--- src/tlvic_pkg.sv ---
// shared constants and types for the two-level vectored interrupt controller
package tlvic_pkg;
	// sources and vectors
	localparam int          NUM_SRC      = 12;
	localparam int          SRC_W        = 4;
	localparam logic [15:0] RESET_VECTOR = 16'h0000;
	localparam logic [15:0] VEC_BASE     = 16'h0003;
	localparam logic [15:0] VEC_STEP     = 16'h0008;
	localparam logic [15:0] VEC_LAST     = 16'h005b;
	// source order positions
	localparam int          SRC_EXT_PIN0  = 0;
	localparam int          SRC_TIMER0    = 1;
	localparam int          SRC_EXT_PIN1  = 2;
	localparam int          SRC_TIMER1    = 3;
	localparam int          SRC_SERIAL    = 4;
	localparam int          SRC_TIMER2    = 5;
	localparam int          SRC_SMBUS     = 6;
	localparam int          SRC_CONV_WIN  = 7;
	localparam int          SRC_CONV_DONE = 8;
	localparam int          SRC_CNT_ARRAY = 9;
	localparam int          SRC_CMP_FALL  = 10;
	localparam int          SRC_CMP_RISE  = 11;
	// flags cleared by hardware on vectoring: both pins, timer0, timer1
	localparam logic [11:0] HW_CLR_MASK  = 12'h00f;
	// cycle figures of the core handshake
	localparam int          CLK_PERIOD_NS  = 5;
	localparam int          DETECT_CYCLES  = 1;
	localparam int          LONG_CALL_INSTR_CYCLES   = 4;
	localparam int          RETURN_FROM_IRQ_INSTR_CYCLES    = 5;
	localparam int          DIV_CYCLES     = 8;
	localparam int          MIN_RESPONSE   = DETECT_CYCLES + LONG_CALL_INSTR_CYCLES;
	localparam int          WORST_RESPONSE = DETECT_CYCLES + RETURN_FROM_IRQ_INSTR_CYCLES + DIV_CYCLES
		+ LONG_CALL_INSTR_CYCLES;
	localparam logic [2:0]  LONG_CALL_INSTR_LAST     = 3'(LONG_CALL_INSTR_CYCLES - 1);
	// register map (byte addresses)
	localparam int          ADDR_W        = 8;
	localparam logic [7:0]  ADDR_ENABLE   = 8'h00;
	localparam logic [7:0]  ADDR_PRIO     = 8'h04;
	localparam logic [7:0]  ADDR_EXT_PRIO = 8'h08;
	localparam logic [7:0]  ADDR_PENDING  = 8'h0c;
	localparam logic [7:0]  ADDR_STATUS   = 8'h10;
	localparam int          GLOBAL_EN_BIT = 31;
	localparam int          PRIO_SPLIT    = 6;
	localparam logic [5:0]  PRIO_RESET    = 6'h00;
	localparam logic [11:0] EN_RESET      = 12'h000;
	// status register fields
	localparam int          ST_ISR_LOW   = 0;
	localparam int          ST_ISR_HIGH  = 1;
	localparam int          ST_REQ       = 2;
	localparam int          ST_LEVEL     = 3;
	localparam int          ST_SRC_LSB   = 4;
	localparam int          ST_FSM_LSB   = 8;
	localparam int          ST_VEC_LSB   = 16;
	// bus answers
	localparam logic [1:0]  RESP_OKAY    = 2'h0;
	localparam logic [1:0]  RESP_SLVERR  = 2'h2;

	typedef enum logic [1:0] {
		ST_RUN  = 2'h0,
		ST_CALL = 2'h1,
		ST_HOLD = 2'h2
	} tlvic_fsm_t;

	typedef struct packed {
		logic              valid;
		logic              level;
		logic [SRC_W-1:0]  src;
		logic [15:0]       vector;
	} tlvic_req_t;
endpackage : tlvic_pkg

--- src/tlvic_ctrl.sv ---
// two-level vectored interrupt controller with an AXI4-Lite register port
//
// Function
// - Twelve sources each own a fixed vector and a fixed arbitration position.
// - Software writing a one to a pending flag raises a request just like a hardware event.
// - Each source has one priority bit, held in two priority select registers.
// - High level preempts a low routine; nothing preempts a high routine.
// - All priority bits reset to low.
// - High level wins first, then the lowest order number among equals.
// - Pending requests are sampled and decoded on every clock.
// - Response is one detect cycle plus four for the long call, five at least.
// - A request pending at return waits for exactly one more instruction.
// - Worst response without nesting is eighteen cycles: detect, return, divide, call.
// - Equal or lower level requests wait until the running routine's return and next instruction.
// - Reset vectors to 0x0000; sources vector from 0x0003 in steps of eight up to 0x005B.
// - Only both pin flags and timers 0 and 1 overflow flags are cleared by hardware on vectoring.
// - The global enable masks all sources; when set each source follows its own enable.
// - Pending flags set on events whatever the enables; disabled ones are ignored.
// - A flag still set after return raises a new request taken after the next instruction.
`timescale 1ns/1ps
`default_nettype none
module tlvic_ctrl
	import tlvic_pkg::*;
(
	// clock and reset
	input  wire logic              ref_clk_in,
	input  wire logic              reset_n_in,
	// peripheral flag sources, one-cycle pulses
	input  wire logic [NUM_SRC-1:0] src_event_in,
	// core sequencer
	input  wire logic              irq_ack_in,
	input  wire logic              return_from_irq_instr_done_in,
	input  wire logic              instr_done_in,
	output tlvic_req_t             irq_req_out,
	// pending flags for peripheral read-back
	output logic [NUM_SRC-1:0]     pending_out,
	// AXI4-Lite write channels
	input  wire logic              s_axi_awvalid_in,
	output logic                   s_axi_awready_out,
	input  wire logic [ADDR_W-1:0] s_axi_awaddr_in,
	input  wire logic              s_axi_wvalid_in,
	output logic                   s_axi_wready_out,
	input  wire logic [31:0]       s_axi_wdata_in,
	input  wire logic [3:0]        s_axi_wstrb_in,
	output logic                   s_axi_bvalid_out,
	input  wire logic              s_axi_bready_in,
	output logic [1:0]             s_axi_bresp_out,
	// AXI4-Lite read channels
	input  wire logic              s_axi_arvalid_in,
	output logic                   s_axi_arready_out,
	input  wire logic [ADDR_W-1:0] s_axi_araddr_in,
	output logic                   s_axi_rvalid_out,
	input  wire logic              s_axi_rready_in,
	output logic [31:0]            s_axi_rdata_out,
	output logic [1:0]             s_axi_rresp_out
);

	// register state
	logic [NUM_SRC-1:0]    en_reg;
	logic                  global_irq_enable;
	logic [PRIO_SPLIT-1:0] priority_select_reg;
	logic [PRIO_SPLIT-1:0] extended_priority_select_reg;
	logic [NUM_SRC-1:0]    pend_reg;
	logic [NUM_SRC-1:0]    pend_next;
	logic                  isr_low_reg;
	logic                  isr_high_reg;
	tlvic_fsm_t            fsm_reg;
	tlvic_fsm_t            fsm_next;
	logic [2:0]            call_cnt_reg;
	tlvic_req_t            req_reg;
	tlvic_req_t            req_next;

	// bus state
	logic                  awready_reg;
	logic                  wready_reg;
	logic                  bvalid_reg;
	logic [1:0]            bresp_reg;
	logic [ADDR_W-1:0]     waddr_reg;
	logic [31:0]           wdata_reg;
	logic [3:0]            wstrb_reg;
	logic                  arready_reg;
	logic                  rvalid_reg;
	logic [31:0]           rdata_reg;
	logic [1:0]            rresp_reg;

	// write decode: both halves held and no answer outstanding
	wire                   aw_fire  = s_axi_awvalid_in & awready_reg;
	wire                   w_fire   = s_axi_wvalid_in & wready_reg;
	wire                   wr_do    = ~awready_reg & ~wready_reg & ~bvalid_reg;
	wire [31:0]            wmask    = {{8{wstrb_reg[3]}}, {8{wstrb_reg[2]}},
		{8{wstrb_reg[1]}}, {8{wstrb_reg[0]}}};
	wire                   sel_en   = wr_do & (waddr_reg == ADDR_ENABLE);
	wire                   sel_pr   = wr_do & (waddr_reg == ADDR_PRIO);
	wire                   sel_epr  = wr_do & (waddr_reg == ADDR_EXT_PRIO);
	wire                   sel_pend = wr_do & (waddr_reg == ADDR_PENDING);
	wire                   wr_known = (waddr_reg == ADDR_ENABLE) | (waddr_reg == ADDR_PRIO)
		| (waddr_reg == ADDR_EXT_PRIO) | (waddr_reg == ADDR_PENDING)
		| (waddr_reg == ADDR_STATUS);
	wire [31:0]            wr_merge_en = (wdata_reg & wmask)
		| ({global_irq_enable, 19'h00000, en_reg} & ~wmask);
	wire [NUM_SRC-1:0]     sw_mask  = sel_pend ? wmask[NUM_SRC-1:0] : '0;
	wire [NUM_SRC-1:0]     sw_set   = sw_mask & wdata_reg[NUM_SRC-1:0];
	wire [NUM_SRC-1:0]     sw_clr   = sw_mask & ~wdata_reg[NUM_SRC-1:0];

	// request candidates
	wire [NUM_SRC-1:0]     prio_all = {extended_priority_select_reg, priority_select_reg};
	wire [NUM_SRC-1:0]     cand     = pend_reg & en_reg & {NUM_SRC{global_irq_enable}};
	wire [NUM_SRC-1:0]     cand_hi  = cand & prio_all;
	wire [NUM_SRC-1:0]     cand_lo  = cand & ~prio_all;
	wire                   hi_ok    = (|cand_hi) & ~isr_high_reg;
	wire                   lo_ok    = (|cand_lo) & ~isr_high_reg & ~isr_low_reg;
	wire [NUM_SRC-1:0]     pick_set = hi_ok ? cand_hi : cand_lo;
	wire                   grant_ok = (fsm_reg == ST_RUN) & (hi_ok | lo_ok);
	logic [SRC_W-1:0]      win_src;
	wire [15:0]            win_vec  = 16'(VEC_BASE + VEC_STEP * {12'h000, win_src});
	wire [NUM_SRC-1:0]     ack_clr  = (irq_ack_in && req_reg.valid)
		? (HW_CLR_MASK & NUM_SRC'(1 << req_reg.src)) : '0;

	// lowest order number wins among the chosen level
	always_comb
	begin
		win_src = '0;
		for (int i = NUM_SRC - 1; i >= 0; i--)
		begin
			if (pick_set[i])
			begin
				win_src = SRC_W'(i);
			end
		end
	end

	// hardware set wins over any clear in the same cycle
	assign pend_next = (pend_reg & ~ack_clr & ~sw_clr) | src_event_in | sw_set;

	// request sequencing toward the core
	always_comb
	begin
		fsm_next = fsm_reg;
		unique case (fsm_reg)
			ST_RUN:
			begin
				if (irq_ack_in && req_reg.valid)
				begin
					fsm_next = ST_CALL;
				end
				else if (return_from_irq_instr_done_in)
				begin
					fsm_next = ST_HOLD;
				end
			end
			ST_CALL:
			begin
				if (call_cnt_reg == LONG_CALL_INSTR_LAST)
				begin
					fsm_next = ST_RUN;
				end
			end
			ST_HOLD:
			begin
				if (instr_done_in)
				begin
					fsm_next = ST_RUN;
				end
			end
			default:
			begin
				fsm_next = ST_RUN;
			end
		endcase
	end

	always_comb
	begin
		req_next        = req_reg;
		req_next.valid  = grant_ok & ~irq_ack_in & ~return_from_irq_instr_done_in;
		if (grant_ok)
		begin
			req_next.level  = hi_ok;
			req_next.src    = win_src;
			req_next.vector = win_vec;
		end
	end

	// interrupt state
	always_ff @(posedge ref_clk_in or negedge reset_n_in)
	begin
		if (!reset_n_in)
		begin
			pend_reg     <= '0;
			isr_low_reg  <= 1'b0;
			isr_high_reg <= 1'b0;
			fsm_reg      <= ST_RUN;
			call_cnt_reg <= '0;
			req_reg      <= '{valid: 1'b0, level: 1'b0, src: '0, vector: RESET_VECTOR};
		end
		else
		begin
			pend_reg     <= pend_next;
			fsm_reg      <= fsm_next;
			call_cnt_reg <= (fsm_reg == ST_CALL) ? call_cnt_reg + 3'h1 : 3'h0;
			req_reg      <= req_next;
			if (irq_ack_in && req_reg.valid && req_reg.level)
			begin
				isr_high_reg <= 1'b1;
			end
			else if (irq_ack_in && req_reg.valid)
			begin
				isr_low_reg <= 1'b1;
			end
			else if (return_from_irq_instr_done_in && isr_high_reg)
			begin
				isr_high_reg <= 1'b0;
			end
			else if (return_from_irq_instr_done_in)
			begin
				isr_low_reg <= 1'b0;
			end
		end
	end

	// software registers
	always_ff @(posedge ref_clk_in or negedge reset_n_in)
	begin
		if (!reset_n_in)
		begin
			en_reg                       <= EN_RESET;
			global_irq_enable            <= 1'b0;
			priority_select_reg          <= PRIO_RESET;
			extended_priority_select_reg <= PRIO_RESET;
		end
		else
		begin
			if (sel_en)
			begin
				en_reg            <= wr_merge_en[NUM_SRC-1:0];
				global_irq_enable <= wr_merge_en[GLOBAL_EN_BIT];
			end
			if (sel_pr && wstrb_reg[0])
			begin
				priority_select_reg <= wdata_reg[PRIO_SPLIT-1:0];
			end
			if (sel_epr && wstrb_reg[0])
			begin
				extended_priority_select_reg <= wdata_reg[PRIO_SPLIT-1:0];
			end
		end
	end

	// read mux
	wire [31:0]            status_word = {req_reg.vector, 6'h00, fsm_reg,
		req_reg.src, req_reg.level, req_reg.valid, isr_high_reg, isr_low_reg};
	logic [31:0]           rd_word;
	logic                  rd_known;
	always_comb
	begin
		rd_known = 1'b1;
		unique case (s_axi_araddr_in)
			ADDR_ENABLE:   rd_word = {global_irq_enable, 19'h00000, en_reg};
			ADDR_PRIO:     rd_word = {26'h0000000, priority_select_reg};
			ADDR_EXT_PRIO: rd_word = {26'h0000000, extended_priority_select_reg};
			ADDR_PENDING:  rd_word = {20'h00000, pend_reg};
			ADDR_STATUS:   rd_word = status_word;
			default:
			begin
				rd_word  = 32'h00000000;
				rd_known = 1'b0;
			end
		endcase
	end

	// AXI4-Lite slave: address and data taken in either order, answer one cycle after both
	always_ff @(posedge ref_clk_in or negedge reset_n_in)
	begin
		if (!reset_n_in)
		begin
			awready_reg <= 1'b1;
			wready_reg  <= 1'b1;
			bvalid_reg  <= 1'b0;
			bresp_reg   <= RESP_OKAY;
			waddr_reg   <= '0;
			wdata_reg   <= '0;
			wstrb_reg   <= '0;
			arready_reg <= 1'b1;
			rvalid_reg  <= 1'b0;
			rdata_reg   <= '0;
			rresp_reg   <= RESP_OKAY;
		end
		else
		begin
			if (aw_fire)
			begin
				awready_reg <= 1'b0;
				waddr_reg   <= s_axi_awaddr_in;
			end
			if (w_fire)
			begin
				wready_reg <= 1'b0;
				wdata_reg  <= s_axi_wdata_in;
				wstrb_reg  <= s_axi_wstrb_in;
			end
			if (wr_do)
			begin
				bvalid_reg <= 1'b1;
				bresp_reg  <= wr_known ? RESP_OKAY : RESP_SLVERR;
			end
			else if (bvalid_reg && s_axi_bready_in)
			begin
				bvalid_reg  <= 1'b0;
				awready_reg <= 1'b1;
				wready_reg  <= 1'b1;
			end
			if (s_axi_arvalid_in && arready_reg)
			begin
				arready_reg <= 1'b0;
				rvalid_reg  <= 1'b1;
				rdata_reg   <= rd_word;
				rresp_reg   <= rd_known ? RESP_OKAY : RESP_SLVERR;
			end
			else if (rvalid_reg && s_axi_rready_in)
			begin
				rvalid_reg  <= 1'b0;
				arready_reg <= 1'b1;
			end
		end
	end

	assign irq_req_out       = req_reg;
	assign pending_out       = pend_reg;
	assign s_axi_awready_out = awready_reg;
	assign s_axi_wready_out  = wready_reg;
	assign s_axi_bvalid_out  = bvalid_reg;
	assign s_axi_bresp_out   = bresp_reg;
	assign s_axi_arready_out = arready_reg;
	assign s_axi_rvalid_out  = rvalid_reg;
	assign s_axi_rdata_out   = rdata_reg;
	assign s_axi_rresp_out   = rresp_reg;
endmodule : tlvic_ctrl
`default_nettype wire

--- config.mk ---
export PLATFORM = sky130hd
export DESIGN_NAME = tlvic_ctrl
export DESIGN_NICKNAME = d
export VERILOG_FILES = /design/src/tlvic_pkg.sv /design/src/tlvic_ctrl.sv
export SDC_FILE = /design/constraint.sdc
export NUM_CORES = 1
export LEC_CHECK = 0
export ABC_AREA = 0
export BUFFER_PORTS_ARGS = -buffer_cell sky130_fd_sc_hd__buf_4
export CAP_MARGIN = 30
export CORE_MARGIN = 2
export CORE_UTILIZATION = 45
export CTS_BUF_LIST = sky130_fd_sc_hd__clkbuf_4
export DETAILED_ROUTE_END_ITERATION = 6
export PLACE_DENSITY_LB_ADDON = 0.3
export RECOVER_POWER = 100
export SETUP_SLACK_MARGIN = 0.05
export SLEW_MARGIN = 10
export SYNTH_ARGS = -nofsm -noshare
export SYNTH_HDL_FRONTEND = slang
export SYNTH_SLANG_ARGS = --single-unit
--- constraint.sdc ---
create_clock -name ref_clk_in -period 4.35 [get_ports ref_clk_in]
set_input_delay 0.435 -clock ref_clk_in [delete_from_list [all_inputs] [get_ports ref_clk_in]]
set_output_delay 0.435 -clock ref_clk_in [all_outputs]
set_load 0.01 [all_outputs]
==> impl_table.tex <==
\begin{tabular}{lr}
\hline
Metric & Value \\
\hline
\multicolumn{2}{l}{\textbf{Synth}} \\
\quad Synthesized-area fraction occupied by ao, oa, aoi and oai cells & 0.139 \\
\quad Synthesized area per cell & 10.7 um\^{}2 \\
\quad Count of cell types in the netlist & 55 \\
\quad Mux contribution to synthesized area & 0.138 \\
\quad Fraction of registers with async set/reset & 1.00 \\
\quad Count of state elements after synthesis & 100 \\
\quad Post-Synth XOR/XNOR Area & 0.00869 \\
\quad Synth Area in Adders & 0.00497 \\
\quad Count of flip-flops with a built-in enable after synthesis & 0 \\
\quad Synthesized netlist cell count & about 470 \\
\quad Number of warnings reported in the yosys synthesis log & 0 \\
\quad Most used flip-flop cell after synthesis & dfrtp\_1 \\
\quad Netlist area before placement & roughly 5000 um\^{}2 \\
\quad Synth Area in Simple Gates & 0.139 \\
\quad Main combinational cell family by area after synthesis & compound AO/OA/AOI/OAI gates \\
\quad Part of the Yosys area used for sequential elements & 0.497 \\
\multicolumn{2}{l}{\textbf{Worst setup path}} \\
\quad Reg2Reg Capture Point & irq\_req\_out[16] \\
\quad Crit path arrival time & $\sim$3.7 ns \\
\quad Slowest library cell on the worst path & dfrtp\_1 \\
\quad Setup crit end & irq\_req\_out[16] \\
\quad Top fanout value on the critical path & 20 \\
\quad Largest incremental delay on the critical path & 0.75 ns \\
\quad Crit-path most repeated cell & nand4\_1 \\
\quad Gate family responsible for the most delay along the worst path & compound AO/OA/AOI/OAI gates \\
\quad Data required time of the worst path & 4.75 ns \\
\quad WS Path Type & reg2reg \\
\quad Logic depth of the worst path, buffers included & 9 \\
\quad Count of buffering cells on the critical path with inverters included & 1 \\
\quad Depth of the most critical reg-to-reg path & 9 \\
\quad Crit path launch type & flop \\
\quad Reg2Reg Setup Slack & about 1.1 ns \\
\quad Nature of the critical path endpoint & flop \\
\quad Ordered list of cells on the worst path & clkbuf\_1 -> nand4\_1 -> nand4\_1 -> o31a\_1 -> mux2\_1 -> or3\_1 -> a21oi\_1 -> o21ai\_1 -> a21oi\_2 \\
\multicolumn{2}{l}{\textbf{Final layout}} \\
\quad Fill cell instance count of the final layout & roughly 1000 \\
\quad Count of antenna diodes in the layout & 0 \\
\quad Layout cells sized above 1 & 0.231 \\
\quad Non-Filler Instances & 712 \\
\quad Layout net count & 643 \\
\quad Final core area utilization & 0.524 \\
\quad Most common cell after layout, fill and taps aside & dfrtp\_1 \\
\quad Commonest non-fill, non-tap cells in the layout & dfrtp\_1 (97), nand2\_1 (58), mux2\_2 (56), clkbuf\_1 (56), buf\_4 (52) \\
\quad Synth-to-layout area growth & 13.3\% \\
\multicolumn{2}{l}{\textbf{Global routing}} \\
\quad Total global routing overflow & 0 \\
\quad Global-route wire length before repair & between 15000 and 20000 um \\
\quad Antenna violations before repair & 0 \\
\quad Via count of the first global-routing pass & 3759 \\
\quad Global routing usage summed across all routing layers & 0.213 \\
\quad Largest net degree at the start of global routing & 61 \\
\multicolumn{2}{l}{\textbf{STA}} \\
\quad Setup violations, final & 0 \\
\quad Post-Route Setup TNS & 0 ns \\
\quad Final Max Tran Viols & 61 \\
\quad Worst-case headroom to the max-slew limit & -1.08 \\
\quad Final clock skew & between 0.01 and 0.015 ns \\
\quad Unrepaired setup endpoints after global routing & no \\
\quad Worst Hold Margin & 0.141 ns \\
\quad Final hold violation count & 0 \\
\quad Crit share post-route & 0.748 \\
\quad Worst Tran Pin Value & 3.12 ns \\
\quad Clock period minus worst slack & 3.25 ns \\
\quad Timing-limited maximum frequency & about 300 MHz \\
\multicolumn{2}{l}{\textbf{Routing}} \\
\quad Final routed DRC violation total & 0 \\
\quad Number of design-rule violations left by the first detailed-router iteration & 213 \\
\quad Total detailed-routing wirelength & 12200 um \\
\quad Remaining number of nets flagged by the antenna check after routing & 0 \\
\quad Number of optimization iterations in the first detailed-route pass & 4 \\
\quad Vias & between 3000 and 4000 \\
\quad Wirelength per Cell & 17.2 um \\
\quad Via density & $\sim$5.5 \\
\multicolumn{2}{l}{\textbf{Die}} \\
\quad DIE WIDTH & 110 um \\
\quad Placeable core area & 10900 um\^{}2 \\
\quad Initial Util & 0.463 \\
\quad Floorplan row count & 38 \\
\quad Die area & 12100 um\^{}2 \\
\quad Die height & 110 um \\
\quad Top-Level Pins & approximately 150 \\
\multicolumn{2}{l}{\textbf{Placement}} \\
\quad Routability congestion estimate & 0.917 \\
\quad Cell count after placement & around 700 \\
\quad Placed wire-length estimate after detailed placement & around 9400 um \\
\quad Number of port buffers & 103 \\
\multicolumn{2}{l}{\textbf{Power and ir drop}} \\
\quad Fraction of power consumed by the clock network & 0.215 \\
\quad Static power due to leakage & 2.52 nW \\
\quad Internal power component & 1.52 mW \\
\quad Switching Power & 0.693 mW \\
\quad Part of the total power dissipated in sequential elements & 0.595 \\
\quad Power Density & between 300 and 400 nW/um\^{}2 \\
\quad Largest voltage drop on the vdd net & $\sim$0.00025 V \\
\quad Sw Ratio & 0.313 \\
\quad Part of the power in combinational logic & 0.190 \\
\multicolumn{2}{l}{\textbf{Clocking}} \\
\quad H-Tree Level Count & 3 \\
\quad Clock-pin transition on the worst setup and hold timing paths & roughly 0.15 ns \\
\quad Clk Latency, worst-skew pair & 0.45 ns \\
\quad Hold Buf Count CTS & 0 \\
\quad Number of post-CTS setup repair buffers & 0 \\
\quad Clock tree from TritonCTS & built \\
\quad Num Clock Sinks & 100 \\
\quad Resized cells post-CTS & 0 \\
\quad Clock Root Buffer & clkbuf\_4 \\
\quad Worst-case clock buffer depth & 2 \\
\quad Number of clock buffers inserted by TritonCTS & 9 \\
\multicolumn{2}{l}{\textbf{Outcome}} \\
\quad Status & complete, but fails checks \\
\quad Failing checks & max-capacitance violations, max-slew violations \\
\multicolumn{2}{l}{\textbf{Flow run}} \\
\quad Number of max-capacitance violations reported & 1 \\
\multicolumn{2}{l}{\textbf{Worst hold path}} \\
\quad Hold Crit Class & in2reg \\
\hline
\end{tabular}
## stage by stage
step | total power [mW] | cell area, um^2 | setup slack (ns)
final | 2.21 | 5710 | 1.10
after global routing | 2.35 | 5710 | 0.815
after CTS | 2.27 | 5930 | 1.32
after detailed placement | 1.80 | 5800 | 1.36
after global placement | 1.77 | 5790 | 1.36
after floorplan | 1.60 | 5130 | 2.22
## kinds of logic (layout without fill, tap and decap cells)
family,after synthesis,in the layout
flops,100,100
xor+xnor,5,5
fa+ha+maj,2,2
buf+inv,61,138
mux,62,62
simple gates,139,139
other cells,1,25
compound gates,101,101
## metal layers
metal,vias up,global-route usage,wire length (um)
met5,-,0,0
met4,0,0.0796,224
met3,14,0.0320,730
met2,136,0.344,5770
met1,1879,0.289,5490
li1,1853,-,-
## worst min path at each step
| stage | startpoint | slack, ns | endpoint | cells past startpoint |
|---|---|---|---|---|
| after floorplan | reset_n_in | 0.14 | async pin | 0 |
| after CTS | reset_n_in | 0.04 | s_axi_rdata_out[17] | 1 |
| after global routing | s_axi_wvalid_in | 0.1 | s_axi_wready_out | 2 |
| final | s_axi_awvalid_in | 0.14 | s_axi_awready_out | 2 |
| after detailed placement | call_cnt_reg[0] | 0.43 | call_cnt_reg[0] | 1 |
| after global placement | call_cnt_reg[0] | 0.42 | call_cnt_reg[0] | 1 |
## synthesized netlist by cell type (6+ instances only)
cell type  instances  area [um^2]
a211o_1           12          105
a21oi_1           12         60.1
a22o_1             6         52.6
a22oi_1            6         45.0
buf_4             31          233
clkbuf_1          10         37.5
dfrtp_1           97         2430
inv_1             13         48.8
mux2_2            56          631
nand2_1           58          218
nand3_1            8         40.0
nand4_1           14         87.6
nor2_1            14         52.6
nor2b_1            9         56.3
nor3_1             9         45.0
o21ai_0           35          175
## power by group through the flow
stage	Sequential [mW]	Clock (mW)	Combinational (mW)
finish	1.32	0.476	0.420
global placement	1.33	0	0.442
CTS	1.32	0.488	0.459
detailed placement	1.34	0	0.459
global route	1.35	0.527	0.470
floorplan	1.27	0	0.325
## cell type report
class,count,area (um^2),share of cell area
sequential,100,2510,0.439
multi-input combinational,334,2240,0.393
timing repair buffer,109,608,0.107
tap,140,175,0.0307
clock buffer,10,75.1,0.0131
clock inverter,6,55.1,0.00964
inverter,13,48.8,0.00855
Power figures use the tool's default switching activity.
